===== config.mk =====
export PLATFORM = sky130hd
export DESIGN_NAME = tas_top
export DESIGN_NICKNAME = d
export VERILOG_FILES = /design/src/tas_pkg.sv /design/src/tas_top.sv
export SDC_FILE = /design/constraint.sdc
export NUM_CORES = 1
export LEC_CHECK = 0
export BUFFER_PORTS_ARGS = -buffer_cell sky130_fd_sc_hd__buf_2
export CORE_MARGIN = 2
export CORE_UTILIZATION = 56
export CTS_CLUSTER_SIZE = 14
export DETAILED_ROUTE_END_ITERATION = 6
export GPL_TIMING_DRIVEN = 1
export HOLD_SLACK_MARGIN = 0.12
export PLACE_DENSITY = 0.78
export SLEW_MARGIN = 40
export SYNTH_ARGS = -nofsm -noshare
export SYNTH_HDL_FRONTEND = slang
export SYNTH_SLANG_ARGS = --single-unit

===== constraint.sdc =====
create_clock -name clk_sys -period 4.6 [get_ports clk_sys]
set_clock_uncertainty 0.2 [all_clocks]
set_input_delay 0.23 -clock clk_sys [delete_from_list [all_inputs] [get_ports clk_sys]]
set_output_delay 0.23 -clock clk_sys [all_outputs]
set_load 0.01 [all_outputs]

===== src/tas_pkg.sv =====
// package: constants, register map and types of the touch acquisition scheduler
package tas_pkg;

	// ----------------------------------------
	// timing
	// ----------------------------------------
	localparam int unsigned CLK_HZ = 25_000_000;
	localparam int unsigned TICK_MS = 1;
	localparam int unsigned TICK_CYCLES = CLK_HZ / 1000 * TICK_MS;
	localparam int unsigned ACQ_LIMIT_MS = 250;
	localparam int unsigned ACQ_LIMIT_CYCLES = CLK_HZ / 1000 * ACQ_LIMIT_MS;

	// ----------------------------------------
	// sizes
	// ----------------------------------------
	localparam int unsigned NSENS = 8;
	localparam int unsigned SIG_W = 12;
	localparam int unsigned POS_W = 8;
	localparam int unsigned INTEG_W = 5;
	localparam logic [POS_W-1:0] SCREEN_MAX = 8'hFF;
	localparam logic [INTEG_W-1:0] NOISE_INTEG_EXTRA = 5'h02;
	localparam logic [3:0] LFSR_SEED = 4'h1;

	// ----------------------------------------
	// register offsets
	// ----------------------------------------
	localparam logic [7:0] OFS_CTRL = 8'h00;
	localparam logic [7:0] OFS_IDLE_INT = 8'h04;
	localparam logic [7:0] OFS_ACTIVE_INT = 8'h08;
	localparam logic [7:0] OFS_TIMEOUT = 8'h0C;
	localparam logic [7:0] OFS_THRESH = 8'h10;
	localparam logic [7:0] OFS_INTEG = 8'h14;
	localparam logic [7:0] OFS_NOISE_LIM = 8'h18;
	localparam logic [7:0] OFS_EDGE_BAND = 8'h1C;
	localparam logic [7:0] OFS_CMD = 8'h20;
	localparam logic [7:0] OFS_STATUS = 8'h24;
	localparam logic [7:0] OFS_TOUCH = 8'h28;

	// ----------------------------------------
	// field positions
	// ----------------------------------------
	localparam int unsigned CTRL_RUN = 0;
	localparam int unsigned CTRL_SELF = 1;
	localparam int unsigned CTRL_SPREAD = 2;
	localparam int unsigned CTRL_NOISE_HOST = 3;
	localparam int unsigned CTRL_MOIST = 4;
	localparam int unsigned CMD_RECAL = 0;
	localparam int unsigned CMD_TUNE = 1;
	localparam int unsigned ST_ACTIVE = 0;
	localparam int unsigned ST_SIG_ERROR = 1;
	localparam int unsigned ST_NOISE = 2;
	localparam int unsigned ST_MOIST = 3;
	localparam int unsigned ST_TUNING = 4;

	// ----------------------------------------
	// reset values
	// ----------------------------------------
	localparam logic [4:0] RST_CTRL = 5'h01;
	localparam logic [15:0] RST_IDLE_INT = 16'h0064;
	localparam logic [15:0] RST_ACTIVE_INT = 16'h0010;
	localparam logic [15:0] RST_TIMEOUT = 16'h01F4;
	localparam logic [SIG_W-1:0] RST_THRESH = 12'h040;
	localparam logic [3:0] RST_INTEG = 4'h4;
	localparam logic [SIG_W-1:0] RST_NOISE_LIM = 12'h200;
	localparam logic [POS_W-1:0] RST_EDGE_BAND = 8'h10;

	// ----------------------------------------
	// types
	// ----------------------------------------
	typedef enum logic [1:0] {
		PH_STOP = 2'h0,
		PH_BURST = 2'h1,
		PH_SLEEP = 2'h3
	} tas_phase_type;

	typedef struct packed {
		logic [2:0] sensor;
		logic [POS_W-1:0] xpos;
		logic [POS_W-1:0] ypos;
		logic [SIG_W-1:0] mutual;
		logic [SIG_W-1:0] self_sig;
		logic [SIG_W-1:0] noise;
	} tas_sample_type;

	typedef struct packed {
		logic [4:0] ctrl;
		logic [15:0] idle_int;
		logic [15:0] active_int;
		logic [15:0] timeout;
		logic [SIG_W-1:0] thresh;
		logic [3:0] integ;
		logic [SIG_W-1:0] noise_lim;
		logic [POS_W-1:0] edge_band;
	} tas_cfg_type;

endpackage : tas_pkg


===== src/tas_top.sv =====
// module: burst scheduling, detection integrators and touch decisions
//
// Chosen here: the strobed register port and the address map.
`timescale 1ns/1ps
// Function
// exactly one of two states, active while touched, idle while untouched
// both states repeat a measurement burst followed by a sleep interval
// cycle length is idle or active interval, chosen by current state
// idle interval normally longer than active interval, set by host values
// go idle after no touch for timeout, return active on any touch
// per-sensor counter increments when signal stays above threshold this acquisition
// sensor declared touched only when counter reaches integration limit
// any acquisition without exceeding threshold clears the counter to zero
// flag signal error when whole-sensor acquisition time exceeds 250 ms
// host keeps timing settings such that acquisition limit is never exceeded
// recalibrate all nodes on host recalibrate command
// recalibrate on configuration change and after self tune completes
// recalibrate when calibrated-in moisture is reported removed
// enter noise suppression when host signals a noise source
// start noise suppression when measured noise exceeds limit, adjusting acquisition
// with spread spectrum enabled, change burst frequency every measurement pulse
// with self capacitance enabled, classify using mutual and self data
// prefer mutual data; self only for single touches mutual missed
// while moisture present, detect single touches with self data alone
// suppress touches inside edge band, keep touches toward the centre
module tas_top #(
	parameter int unsigned TICK_CYCLES = tas_pkg::TICK_CYCLES,
	parameter int unsigned ACQ_LIMIT_CYCLES = tas_pkg::ACQ_LIMIT_CYCLES
) (
	input wire logic clk_sys,
	input wire logic nrst,
	input wire logic [7:0] reg_addr,
	input wire logic [15:0] reg_wdata,
	input wire logic reg_wr,
	input wire logic reg_rd,
	output logic [15:0] reg_rdata,
	input wire logic sample_valid,
	input wire tas_pkg::tas_sample_type sample,
	input wire logic meas_pulse,
	input wire logic burst_done,
	input wire logic tune_done,
	input wire logic moisture_found,
	input wire logic moisture_gone,
	output logic burst_start,
	output logic burst_on,
	output logic [3:0] tx_freq_sel,
	output logic calib_req,
	output logic tune_req,
	output logic noise_supp,
	output logic active_mode,
	output logic signal_error_flag,
	output logic [tas_pkg::NSENS-1:0] touch_map
);

	// ----------------------------------------
	// register port
	// ----------------------------------------
	tas_pkg::tas_cfg_type cfg, next_cfg;
	logic [15:0] next_reg_rdata;
	logic next_calib_req, next_tune_req, tuning, next_tuning;
	logic cfg_write, sig_error_set, sig_error_clr;
	logic [tas_pkg::NSENS-1:0] touched;
	logic moist, next_moist;
	logic noise_auto;

	assign cfg_write = reg_wr && (reg_addr <= tas_pkg::OFS_EDGE_BAND);
	// write-one clears, but a fresh overrun in the same cycle wins
	assign sig_error_clr = reg_wr && (reg_addr == tas_pkg::OFS_STATUS)
		&& reg_wdata[tas_pkg::ST_SIG_ERROR];

	always_comb begin
		next_cfg = cfg;
		next_reg_rdata = 16'h0000;
		next_tune_req = 1'b0;
		next_tuning = tuning;
		next_moist = moist;
		next_calib_req = 1'b0;
		if (reg_wr) begin
			case (reg_addr)
				tas_pkg::OFS_CTRL: next_cfg.ctrl = reg_wdata[4:0];
				tas_pkg::OFS_IDLE_INT: next_cfg.idle_int = reg_wdata;
				tas_pkg::OFS_ACTIVE_INT: next_cfg.active_int = reg_wdata;
				tas_pkg::OFS_TIMEOUT: next_cfg.timeout = reg_wdata;
				tas_pkg::OFS_THRESH: next_cfg.thresh = reg_wdata[tas_pkg::SIG_W-1:0];
				tas_pkg::OFS_INTEG: next_cfg.integ = reg_wdata[3:0];
				tas_pkg::OFS_NOISE_LIM: next_cfg.noise_lim = reg_wdata[tas_pkg::SIG_W-1:0];
				tas_pkg::OFS_EDGE_BAND: next_cfg.edge_band = reg_wdata[tas_pkg::POS_W-1:0];
				tas_pkg::OFS_CMD: begin
					next_tune_req = reg_wdata[tas_pkg::CMD_TUNE];
					if (reg_wdata[tas_pkg::CMD_TUNE]) begin
						next_tuning = 1'b1;
					end
				end
				default: ;
			endcase
		end
		if (reg_wr && (reg_addr == tas_pkg::OFS_CMD) && reg_wdata[tas_pkg::CMD_RECAL]) begin
			next_calib_req = 1'b1;
		end
		if (cfg_write) begin
			next_calib_req = 1'b1;
		end
		if (tune_done && tuning) begin
			next_tuning = 1'b0;
			next_calib_req = 1'b1;
		end
		// moisture tracking only counts while compensation is on
		if (!cfg.ctrl[tas_pkg::CTRL_MOIST]) begin
			next_moist = 1'b0;
		end else if (moisture_found) begin
			next_moist = 1'b1;
		end else if (moisture_gone && moist) begin
			next_moist = 1'b0;
			next_calib_req = 1'b1;
		end
		if (reg_rd) begin
			case (reg_addr)
				tas_pkg::OFS_CTRL: next_reg_rdata = {11'h000, cfg.ctrl};
				tas_pkg::OFS_IDLE_INT: next_reg_rdata = cfg.idle_int;
				tas_pkg::OFS_ACTIVE_INT: next_reg_rdata = cfg.active_int;
				tas_pkg::OFS_TIMEOUT: next_reg_rdata = cfg.timeout;
				tas_pkg::OFS_THRESH: next_reg_rdata = {4'h0, cfg.thresh};
				tas_pkg::OFS_INTEG: next_reg_rdata = {12'h000, cfg.integ};
				tas_pkg::OFS_NOISE_LIM: next_reg_rdata = {4'h0, cfg.noise_lim};
				tas_pkg::OFS_EDGE_BAND: next_reg_rdata = {8'h00, cfg.edge_band};
				tas_pkg::OFS_STATUS: next_reg_rdata = {11'h000, tuning, moist, noise_supp,
					signal_error_flag, active_mode};
				tas_pkg::OFS_TOUCH: next_reg_rdata = {8'h00, touch_map};
				default: next_reg_rdata = 16'h0000;
			endcase
		end
	end

	always_ff @(posedge clk_sys or negedge nrst) begin
		if (!nrst) begin
			cfg <= '{ctrl: tas_pkg::RST_CTRL, idle_int: tas_pkg::RST_IDLE_INT,
				active_int: tas_pkg::RST_ACTIVE_INT, timeout: tas_pkg::RST_TIMEOUT,
				thresh: tas_pkg::RST_THRESH, integ: tas_pkg::RST_INTEG,
				noise_lim: tas_pkg::RST_NOISE_LIM, edge_band: tas_pkg::RST_EDGE_BAND};
			reg_rdata <= 16'h0000;
			calib_req <= 1'b0;
			tune_req <= 1'b0;
			tuning <= 1'b0;
			moist <= 1'b0;
		end else begin
			cfg <= next_cfg;
			reg_rdata <= next_reg_rdata;
			calib_req <= next_calib_req;
			tune_req <= next_tune_req;
			tuning <= next_tuning;
			moist <= next_moist;
		end
	end

	// ----------------------------------------
	// burst scheduler and mode
	// ----------------------------------------
	tas_pkg::tas_phase_type phase, next_phase;
	logic [31:0] tick_cnt, next_tick_cnt;
	logic tick;
	logic [15:0] cyc_ms, next_cyc_ms;
	logic [15:0] idle_ms, next_idle_ms;
	logic [31:0] acq_cnt, next_acq_cnt;
	logic [15:0] interval;
	logic next_burst_start, next_burst_on, next_active, next_signal_error_flag;
	logic [3:0] next_freq;
	logic noise_seen, next_noise_seen, next_noise_auto, next_noise_supp;
	logic noisy;

	assign tick = (tick_cnt == TICK_CYCLES - 1);
	// idle normally configured slower, giving fewer bursts untouched
	assign interval = active_mode ? cfg.active_int : cfg.idle_int;
	assign noisy = sample_valid && (sample.noise > cfg.noise_lim);
	// a burst of exactly the limit is allowed; only a longer one is an error
	assign sig_error_set = (phase == tas_pkg::PH_BURST) && (acq_cnt == ACQ_LIMIT_CYCLES);

	always_comb begin
		next_phase = phase;
		next_tick_cnt = tick ? 32'h00000000 : tick_cnt + 32'h00000001;
		next_cyc_ms = (tick && cyc_ms != 16'hFFFF) ? cyc_ms + 16'h0001 : cyc_ms;
		next_idle_ms = idle_ms;
		next_acq_cnt = acq_cnt;
		next_burst_start = 1'b0;
		next_burst_on = burst_on;
		next_active = active_mode;
		next_signal_error_flag = signal_error_flag;
		next_freq = tx_freq_sel;
		next_noise_seen = noise_seen | noisy;
		next_noise_auto = noise_auto | noisy;
		case (phase)
			tas_pkg::PH_STOP: begin
				if (cfg.ctrl[tas_pkg::CTRL_RUN]) begin
					next_phase = tas_pkg::PH_BURST;
					next_burst_start = 1'b1;
					next_burst_on = 1'b1;
					next_cyc_ms = 16'h0000;
					next_acq_cnt = 32'h00000000;
				end
			end
			tas_pkg::PH_BURST: begin
				// counter holds at the limit so the flag is set again every cycle until the burst ends
				if (acq_cnt != ACQ_LIMIT_CYCLES) begin
					next_acq_cnt = acq_cnt + 32'h00000001;
				end
				if (burst_done) begin
					next_phase = tas_pkg::PH_SLEEP;
					next_burst_on = 1'b0;
					next_noise_seen = 1'b0;
					// a clean burst ends automatic suppression
					next_noise_auto = noise_seen | noisy;
				end
			end
			tas_pkg::PH_SLEEP: begin
				if (!cfg.ctrl[tas_pkg::CTRL_RUN]) begin
					next_phase = tas_pkg::PH_STOP;
				end else if (cyc_ms >= interval) begin
					next_phase = tas_pkg::PH_BURST;
					next_burst_start = 1'b1;
					next_burst_on = 1'b1;
					next_cyc_ms = 16'h0000;
					next_acq_cnt = 32'h00000000;
				end
			end
			default: begin
				next_phase = tas_pkg::PH_STOP;
				next_burst_on = 1'b0;
			end
		endcase
		if (sig_error_set) begin
			next_signal_error_flag = 1'b1;
		end else if (sig_error_clr) begin
			next_signal_error_flag = 1'b0;
		end
		// single state bit: active and idle exclusive by construction
		if (|touched) begin
			next_active = 1'b1;
			next_idle_ms = 16'h0000;
		end else if (active_mode && tick) begin
			next_idle_ms = idle_ms + 16'h0001;
			if (idle_ms + 16'h0001 >= cfg.timeout) begin
				next_active = 1'b0;
				next_idle_ms = 16'h0000;
			end
		end
		if (!cfg.ctrl[tas_pkg::CTRL_SPREAD]) begin
			next_freq = tas_pkg::LFSR_SEED;
		end else if (meas_pulse) begin
			next_freq = {tx_freq_sel[2:0], tx_freq_sel[3] ^ tx_freq_sel[2]};
		end
		next_noise_supp = cfg.ctrl[tas_pkg::CTRL_NOISE_HOST] | next_noise_auto;
	end

	always_ff @(posedge clk_sys or negedge nrst) begin
		if (!nrst) begin
			phase <= tas_pkg::PH_STOP;
			tick_cnt <= 32'h00000000;
			cyc_ms <= 16'h0000;
			idle_ms <= 16'h0000;
			acq_cnt <= 32'h00000000;
			burst_start <= 1'b0;
			burst_on <= 1'b0;
			active_mode <= 1'b0;
			signal_error_flag <= 1'b0;
			tx_freq_sel <= tas_pkg::LFSR_SEED;
			noise_seen <= 1'b0;
			noise_auto <= 1'b0;
			noise_supp <= 1'b0;
		end else begin
			phase <= next_phase;
			tick_cnt <= next_tick_cnt;
			cyc_ms <= next_cyc_ms;
			idle_ms <= next_idle_ms;
			acq_cnt <= next_acq_cnt;
			burst_start <= next_burst_start;
			burst_on <= next_burst_on;
			active_mode <= next_active;
			signal_error_flag <= next_signal_error_flag;
			tx_freq_sel <= next_freq;
			noise_seen <= next_noise_seen;
			noise_auto <= next_noise_auto;
			noise_supp <= next_noise_supp;
		end
	end

	// ----------------------------------------
	// touch classification and integrators
	// ----------------------------------------
	logic mut_hit, self_hit, others, hit, in_band;
	logic [tas_pkg::INTEG_W-1:0] lim;

	// noise suppression lengthens confirmation instead of raising thresholds
	assign lim = {1'b0, cfg.integ} + (noise_supp ? tas_pkg::NOISE_INTEG_EXTRA : 5'h00);
	assign mut_hit = sample.mutual > cfg.thresh;
	assign self_hit = sample.self_sig > cfg.thresh;
	assign others = |(touched & ~(tas_pkg::NSENS'(1) << sample.sensor));
	assign in_band = (sample.xpos < cfg.edge_band) || (sample.ypos < cfg.edge_band)
		|| (sample.xpos > tas_pkg::SCREEN_MAX - cfg.edge_band)
		|| (sample.ypos > tas_pkg::SCREEN_MAX - cfg.edge_band);

	always_comb begin
		if (moist) begin
			hit = self_hit && !others;
		end else if (cfg.ctrl[tas_pkg::CTRL_SELF]) begin
			hit = mut_hit || (self_hit && !others);
		end else begin
			hit = mut_hit;
		end
	end

	genvar gi;
	generate
		for (gi = 0; gi < tas_pkg::NSENS; gi++) begin : g_sens
			logic [tas_pkg::INTEG_W-1:0] integ, next_integ;
			logic grip, next_grip, next_touch;
			logic mine;

			assign mine = sample_valid && (sample.sensor == 3'(gi));
			assign touched[gi] = (integ >= lim);

			always_comb begin
				next_integ = integ;
				next_grip = grip;
				if (calib_req) begin
					next_integ = '0; // new baseline restarts confirmation
				end else if (mine) begin
					next_grip = in_band;
					if (!hit) begin
						next_integ = '0;
					end else if (integ < lim) begin
						next_integ = integ + 5'h01;
					end
				end
				next_touch = (next_integ >= lim) && !next_grip;
			end

			always_ff @(posedge clk_sys or negedge nrst) begin
				if (!nrst) begin
					integ <= '0;
					grip <= 1'b0;
					touch_map[gi] <= 1'b0;
				end else begin
					integ <= next_integ;
					grip <= next_grip;
					touch_map[gi] <= next_touch;
				end
			end
		end
	endgenerate

endmodule : tas_top


# Yosys cells after proc, flatten, opt, wreduce, memory -nomap -nowiden
# Cells that the tools add are included.
# totals
regBits	274
latch_bits	0
ramBits	0
mem_bits_ro	0
in_bits	89
out_inout_bits	35
wordCells	310
mem_count	0
# op_classes
add_sub_neg	14
mul	0
div	0
n_lt_le_gt_ge	34
n_eq_ne	31
shift	1
muxes	108
bitwise	6
reduce_logical	66
# ops
operator	count
2-to-1 mux 32 bit	5
2-to-1 mux 5 bit	32
case mux 16 bit (10 select lines)	1
2-to-1 mux 16 bit	9
case mux 32 bit (3 select lines)	1
>= comparator 5 bit	16
adder 32 x 1 -> 32 bit, second input constant	2
2-to-1 mux 1 bit	49
adder 5 x 1 -> 5 bit, second input constant	8
less-than comparator 5 bit	8
greater-than comparator 12 bit	3
adder 16 x 1 -> 16 bit, second input constant	2
== test 32 x 15 -> 1 bit, second input constant	1
== test 32 x 23 -> 1 bit, second input constant	1
== test 8 x 5 -> 1 bit, second input constant	4
>= comparator 16 bit	2
inequality test 32 x 23 -> 1 bit, second input constant	1
case mux 16 bit (2 select lines)	1
logical AND 1 bit	28
== test 8 x 6 -> 1 bit, second input constant	3
AND reduction 2 bit	9
== test 8 x 4 -> 1 bit, second input constant	2
greater-than comparator 8 bit	2
less-than comparator 8 bit	2
35 further kinds	68

# Depth between registers and ports, before layout
# logic_depth
ltp_word	15
ltp_mapped	21
mapped_depth_nobuf	18

# Worst setup path before layout
# Ideal clock, no wire load.
# synth_timing
path_kind	reg2reg
from	register noise_supp
to	register touch_map[6] in the netlist's numbering
setup_time_ns	0.129
arrival_ns	4.709
required_ns	4.271
slack_ns	-0.438
stages_incl_launch_ff	20
path_buffers	2
period_less_slack_ns	5.038
path_cell_list	dfrtp_1 -> ha_1 -> nand3_1 -> ha_1 -> buf_6 -> a21bo_1 -> a211oi_2 -> o221ai_1 -> a211o_1 -> a211o_1 -> o31ai_4 -> buf_2 -> o21ai_0 -> or2_2 -> ha_1 -> nand2b_1 -> a21oi_1 -> maj3_1 -> nor2_1 -> o41a_1
# synth_between
elab_chain_cells	15
word_cells_on_any_way	24
classes_between	1 x add/sub; 10 x order compare; 7 x mux; 1 x bitwise; 5 x reduce/logical
# synth_lines
element	line_no	source
start: declaration	tas_top.sv:49	output logic noise_supp,
start signal: assignment	tas_top.sv:281	noise_supp <= next_noise_supp;
2-to-1 mux 2 bit (*)	tas_top.sv:292	assign lim = {1'b0, cfg.integ} + (noise_supp ? tas_pkg::NOISE_INTEG_EXTRA : 5'h00);
adder 4 x 2 -> 5 bit (*)	tas_top.sv:292	
>= comparator 5 bit	tas_top.sv:318	assign touched[gi] = (integ >= lim);
AND 8 bit	tas_top.sv:295	assign others = |(touched & ~(tas_pkg::NSENS'(1) << sample.sensor));
OR reduction 8 bit	tas_top.sv:295	
zero test 1 bit	tas_top.sv:302, tas_top.sv:304	
logical AND 1 bit	tas_top.sv:302, tas_top.sv:304	
logical OR 1 bit	tas_top.sv:304	hit = mut_hit || (self_hit && !others);
2-to-1 mux 1 bit	tas_top.sv:303	end else if (cfg.ctrl[tas_pkg::CTRL_SELF]) begin
2-to-1 mux 1 bit	tas_top.sv:301	if (moist) begin
2-to-1 mux 5 bit	tas_top.sv:327	if (!hit) begin
2-to-1 mux 5 bit	tas_top.sv:325	end else if (mine) begin
2-to-1 mux 5 bit	tas_top.sv:323	if (calib_req) begin
>= comparator 5 bit (*)	tas_top.sv:333	next_touch = (next_integ >= lim) && !next_grip;
logical AND 1 bit (*)	tas_top.sv:333	
named net g_sens[6].next_touch	tas_top.sv:314	logic grip, next_grip, next_touch;
end signal: indexed assignment	tas_top.sv:344	touch_map[gi] <= next_touch;
end: declaration	tas_top.sv:52	output logic [tas_pkg::NSENS-1:0] touch_map
# Mark *: on every way through the listed nets, which the timed path passes. The rest lies on a longest branch.
# A chain may end at the register's enable or synchronous reset.

# Worst setup path after layout
# layout_timing
from	register noise_supp
to	register touch_map[6] in the netlist's numbering
# layout_between
elab_chain_cells	15
word_cells_on_any_way	24
classes_between	1 x add/sub; 10 x order compare; 7 x mux; 1 x bitwise; 5 x reduce/logical
# layout_lines
element	line_no	source
2-to-1 mux 2 bit (*)	tas_top.sv:292	
adder 4 x 2 -> 5 bit (*)	tas_top.sv:292	
>= comparator 5 bit	tas_top.sv:318	
AND 8 bit	tas_top.sv:295	
OR reduction 8 bit	tas_top.sv:295	
zero test 1 bit	tas_top.sv:302, tas_top.sv:304	
logical AND 1 bit	tas_top.sv:302, tas_top.sv:304	
logical OR 1 bit	tas_top.sv:304	
2-to-1 mux 1 bit	tas_top.sv:303	
2-to-1 mux 1 bit	tas_top.sv:301	
2-to-1 mux 5 bit (*)	tas_top.sv:327	
2-to-1 mux 5 bit (*)	tas_top.sv:325	
2-to-1 mux 5 bit (*)	tas_top.sv:323	
named net g_sens[6].next_integ, one bit	tas_top.sv:313	logic [tas_pkg::INTEG_W-1:0] integ, next_integ;
>= comparator 5 bit (*)	tas_top.sv:333	
logical AND 1 bit (*)	tas_top.sv:333	
named net g_sens[6].next_touch	tas_top.sv:314	
# Marks and branches as above.

==> results.md <==
* Outcome: finished with violations
* Failing checks: design-rule violations, negative setup slack
* Clk network pwr share at 37.5%
* Initial Utilization at 56.7%
* RSZ-0062 raised after global routing: true
* Utilization after layout at 69.0%
* Switching power at 2.41 mW
* CP peak stage delay at 0.41 ns
* Die height at 180 um
* Most used DFF post-synth: dfrtp_1
* Slowest cell on crit path: dfrtp_1
* Vias in the first global route at 15.2k
* CP Capture Type: register
* Row count at 64
* DRT antenna net count at 0
* First-pass detailed-route iteration total at 7
* Cell Chain, Critical Path: ha_4 > clkinvlp_4 > buf_6 > ha_1 > a311oi_1 > nor3b_2 > a311oi_2 > o2111ai_2 > buf_4 > o31a_1 > buf_6 > o21ai_2 > a32oi_1 > nor2_2 > ha_4 > a21oi_4 > maj3_2 > nor2_1 > o41a_1
* Total chip power at 7.66 mW
* First-pass GRT wire length at 81.7 mm
* # DRC at 2
* Synth async-reset ratio at 100%
* Logic pwr share at 26.3%
* Synthesized area per cell at 9.83 um2
* Avg Vias per Cell at 6.36
* Syn nets at 2,030
* Largest cells by area after synthesis: dfrtp_1 37%, ha_1 13%, mux2_2 5.9%, o21ai_0 2.8%, nor2_1 2.6%
* TNS Setup at -0.0241 ns
* Die area at 32,400 um2
* Max Transition Viols Final at 0
* Die width at 180 um
* Layout net count at 2,265
* Share of cells above drive strength 1 at 23.8%
* Post-synth top area share at 37.2%
* WS Path Type: reg -> reg
* Clk sinks at 274
* Max IR drop VDD at 0.368 mV
* Worst-Margin Slew at 0.825 ns
* Max H-tree Level at 1
* Fin crit period at 4.62 ns
* Total GRT Usage at 31.0%
* Num CTS Buffers at 31
* CTS tree: done
* Max FO, Critical Path at 5
* Worst Path Arrival at 4.89 ns
* Period utilization at 101%
* PD cells at 363 nW/um2
* CP startpoint kind: register
* Total of max-cap violations at 0
* Synthesis-stage register bit count at 274
* Hold Vio Cnt, Final at 0
* Antenna violations before repair at 3
* EDFF count, synth at 0
* Detailed-route via count at 15.4k
* Netlist Area Pre-Place at 17,400 um2
* Routability-driven placement congestion ratio at 0.968
* Core Region at 30,600 um2
* WL final at 51.5 mm
* Clock latency on the worst-skew pair at 0.59 ns
* Worst-path clk slew at 0.07 ns
* Final-report setup violation count at 1
* HP Class: in -> reg
* Worst endpoint required time at 4.87 ns
* Synth area leader: dfrtp_1
* Largest net degree at the start of global routing at 115
* Max Fclk at 216 MHz
* Setup ws final at -0.0241 ns
* Clock root buffer: clkbuf_16
* Switching Fraction at 31.5%
* Leak at 9.93 nW
* # IOs at 124
* Total congestion overflow at 0
* Slew headroom at 44.9%
* Post-synthesis cell type count at 84
* Yosys Warn Count at 0
* Register share of total power at 36.2%
* I/O Buffers at 123
* Clock Path Buffers at 3
* Area Growth Syn to Fin at 21.6%
* Gate Count Post-Synth at 1,766
* Average wire per standard cell at 21.2 um
* DR iter-0 viols at 1,578
* Register area share after synthesis at 39.6%
* Detail Placement HPWL at 35.5 mm
* Int Pwr at 5.25 mW
## critical path: cells and delay by family (launching register included)
family	cells	cell delay, ns
flip-flops	1	0.41
AND/OR/NAND/NOR	3	0.33
adder cells (fa/ha/maj)	4	1.01
AO/OA/AOI/OAI	8	1.83
buffers and inverters	4	0.71
## state kept, by name, summed over array words and instances, names as in the netlist, 4 cells and up
| register | cells |
|---|---|
| acq_cnt | 32 |
| cfg | 89 |
| cyc_ms | 16 |
| g_sens.grip | 8 |
| g_sens.integ | 40 |
| idle_ms | 16 |
| reg_rdata | 16 |
| tick_cnt | 32 |
| touch_map | 8 |
| tx_freq_sel | 4 |
## cells in the final DEF, fill, tap and decap left out, types with 12 or more instances in the layout
cell type / count
nor2b_1: 22
ha_1: 164
nor2_1: 116
mux2i_1: 20
xor2_1: 42
nor3_1: 27
dfrtp_1: 257
or3_1: 12
o21ai_0: 86
nand4_1: 48
a31oi_1: 29
nand3_1: 50
xnor2_1: 41
and3_1: 29
a221oi_1: 12
a22oi_1: 25
nand2b_1: 22
o31ai_1: 19
buf_2: 122
nand2_1: 103
mux2_2: 91
a21oi_1: 78
a21o_1: 30
inv_1: 108
buf_4: 88
nor4_1: 24
dfstp_2: 16
clkbuf_16: 31
dlygate4sd3_1: 36
## logic make-up after synthesis
group	count (synthesis)	synth area share, %
simple gates	514	15.1
fa+ha+maj	181	13.0
mux	111	7.06
buf+inv	173	3.94
flops	274	39.6
xor+xnor	87	4.74
compound gates	426	16.6
## final timing paths
check,depth (start not counted),slack (ns),from,endpoint
worst min-delay path,6,0.16,reg_addr[3],reg_rdata[11]$_DFF_PN0_
worst max register to register,19,-0.02,noise_supp$_DFF_PN0_,touch_map[6]$_DFF_PN0_
min in group asynchronous,3,0.56,nrst,cfg[74]$_DFFE_PN1P_
worst max-delay path,19,-0.02,noise_supp$_DFF_PN0_,touch_map[6]$_DFF_PN0_
max in group asynchronous,4,2.99,nrst,cfg[47]$_DFFE_PN0P_
worst min register to register,1,0.28,tick_cnt[31]$_DFF_PN0_,tick_cnt[31]$_DFF_PN0_
## cell type report
type / instances / area, um2
clock buffers: 38 / 842
repair buffers: 263 / 1900
diodes: 2 / 5.00
flip-flops and latches: 274 / 6880
multi-input cells: 1319 / 10200
clock inverters: 20 / 344
inverters: 112 / 424
fillers: 2234 / 9480
well taps: 396 / 495
## synthesized netlist by cell type, drive strengths merged, types with 5 or more instances
cell / n
and3: 29
nand4: 48
a211oi: 11
nor2: 119
nand2b: 26
a32oi: 8
a21o: 30
xnor2: 42
o211ai: 9
dfrtp: 258
mux2: 91
o21ai: 100
maj3: 6
clkbuf: 48
o21bai: 6
a22oi: 25
o31ai: 21
a221oi: 14
nor3: 30
a222oi: 8
a21oi: 88
nand3: 51
and2: 11
o2111ai: 5
inv: 111
dfstp: 16
mux2i: 20
or3: 12
nor2b: 22
ha: 175
and4: 5
nor4: 27
or2: 14
xor2: 42
nand2: 103
a22o: 10
buf: 13
a31oi: 30
a311oi: 6
o21a: 10
## layer usage
| layer | track usage [%] | vias up | part of all wire [%] |
|---|---|---|---|
| li1 | - | 6980 | - |
| met1 | 40.7 | 7496 | 40 |
| met2 | 50.9 | 743 | 47 |
| met3 | 5.21 | 195 | 8.0 |
| met4 | 13.5 | 4 | 5.0 |
| met5 | 0 | - | 0.058 |
## power by group through the flow
stage          Combinational (mW)  Sequential, mW  Clock [mW]
6_report                     2.01            2.77        2.87
3_5_place_dp                 1.66            2.80           0
4_1_cts                      1.81            2.76        2.87
3_3_place_gp                 1.60            2.79           0
5_1_grt                      2.21            2.78        3.00
2_1_floorplan                1.10            2.74           0
## metrics by stage
step	instances	hold slack, ns	worst slack, ns	cell area, um2
final	2424	0.156	-0.0241	21100
after global routing	2423	0.189	-0.207	21100
after CTS	2411	0.122	-0.0164	20800
after detailed placement	2290	0.0906	-0.190	18800
after global placement	2290	0.0804	0.0166	18800
after floorplan	1766	-0.266	0.00273	17400
## what timing repair did
| item | 4_1_cts | 5_1_grt |
|---|---|---|
| buffers inserted | 25 | 12 |
| pin swaps | 29 | 26 |
| endpoints found under the setup margin | 8 | 23 |
| hold buffers | 37 | 0 |
| cloned | 1 | 0 |
| endpoints found under the hold margin | 239 | 0 |
| gates resized for setup | 36 | 50 |
Note: power is estimated with default switching activity, not from simulation.
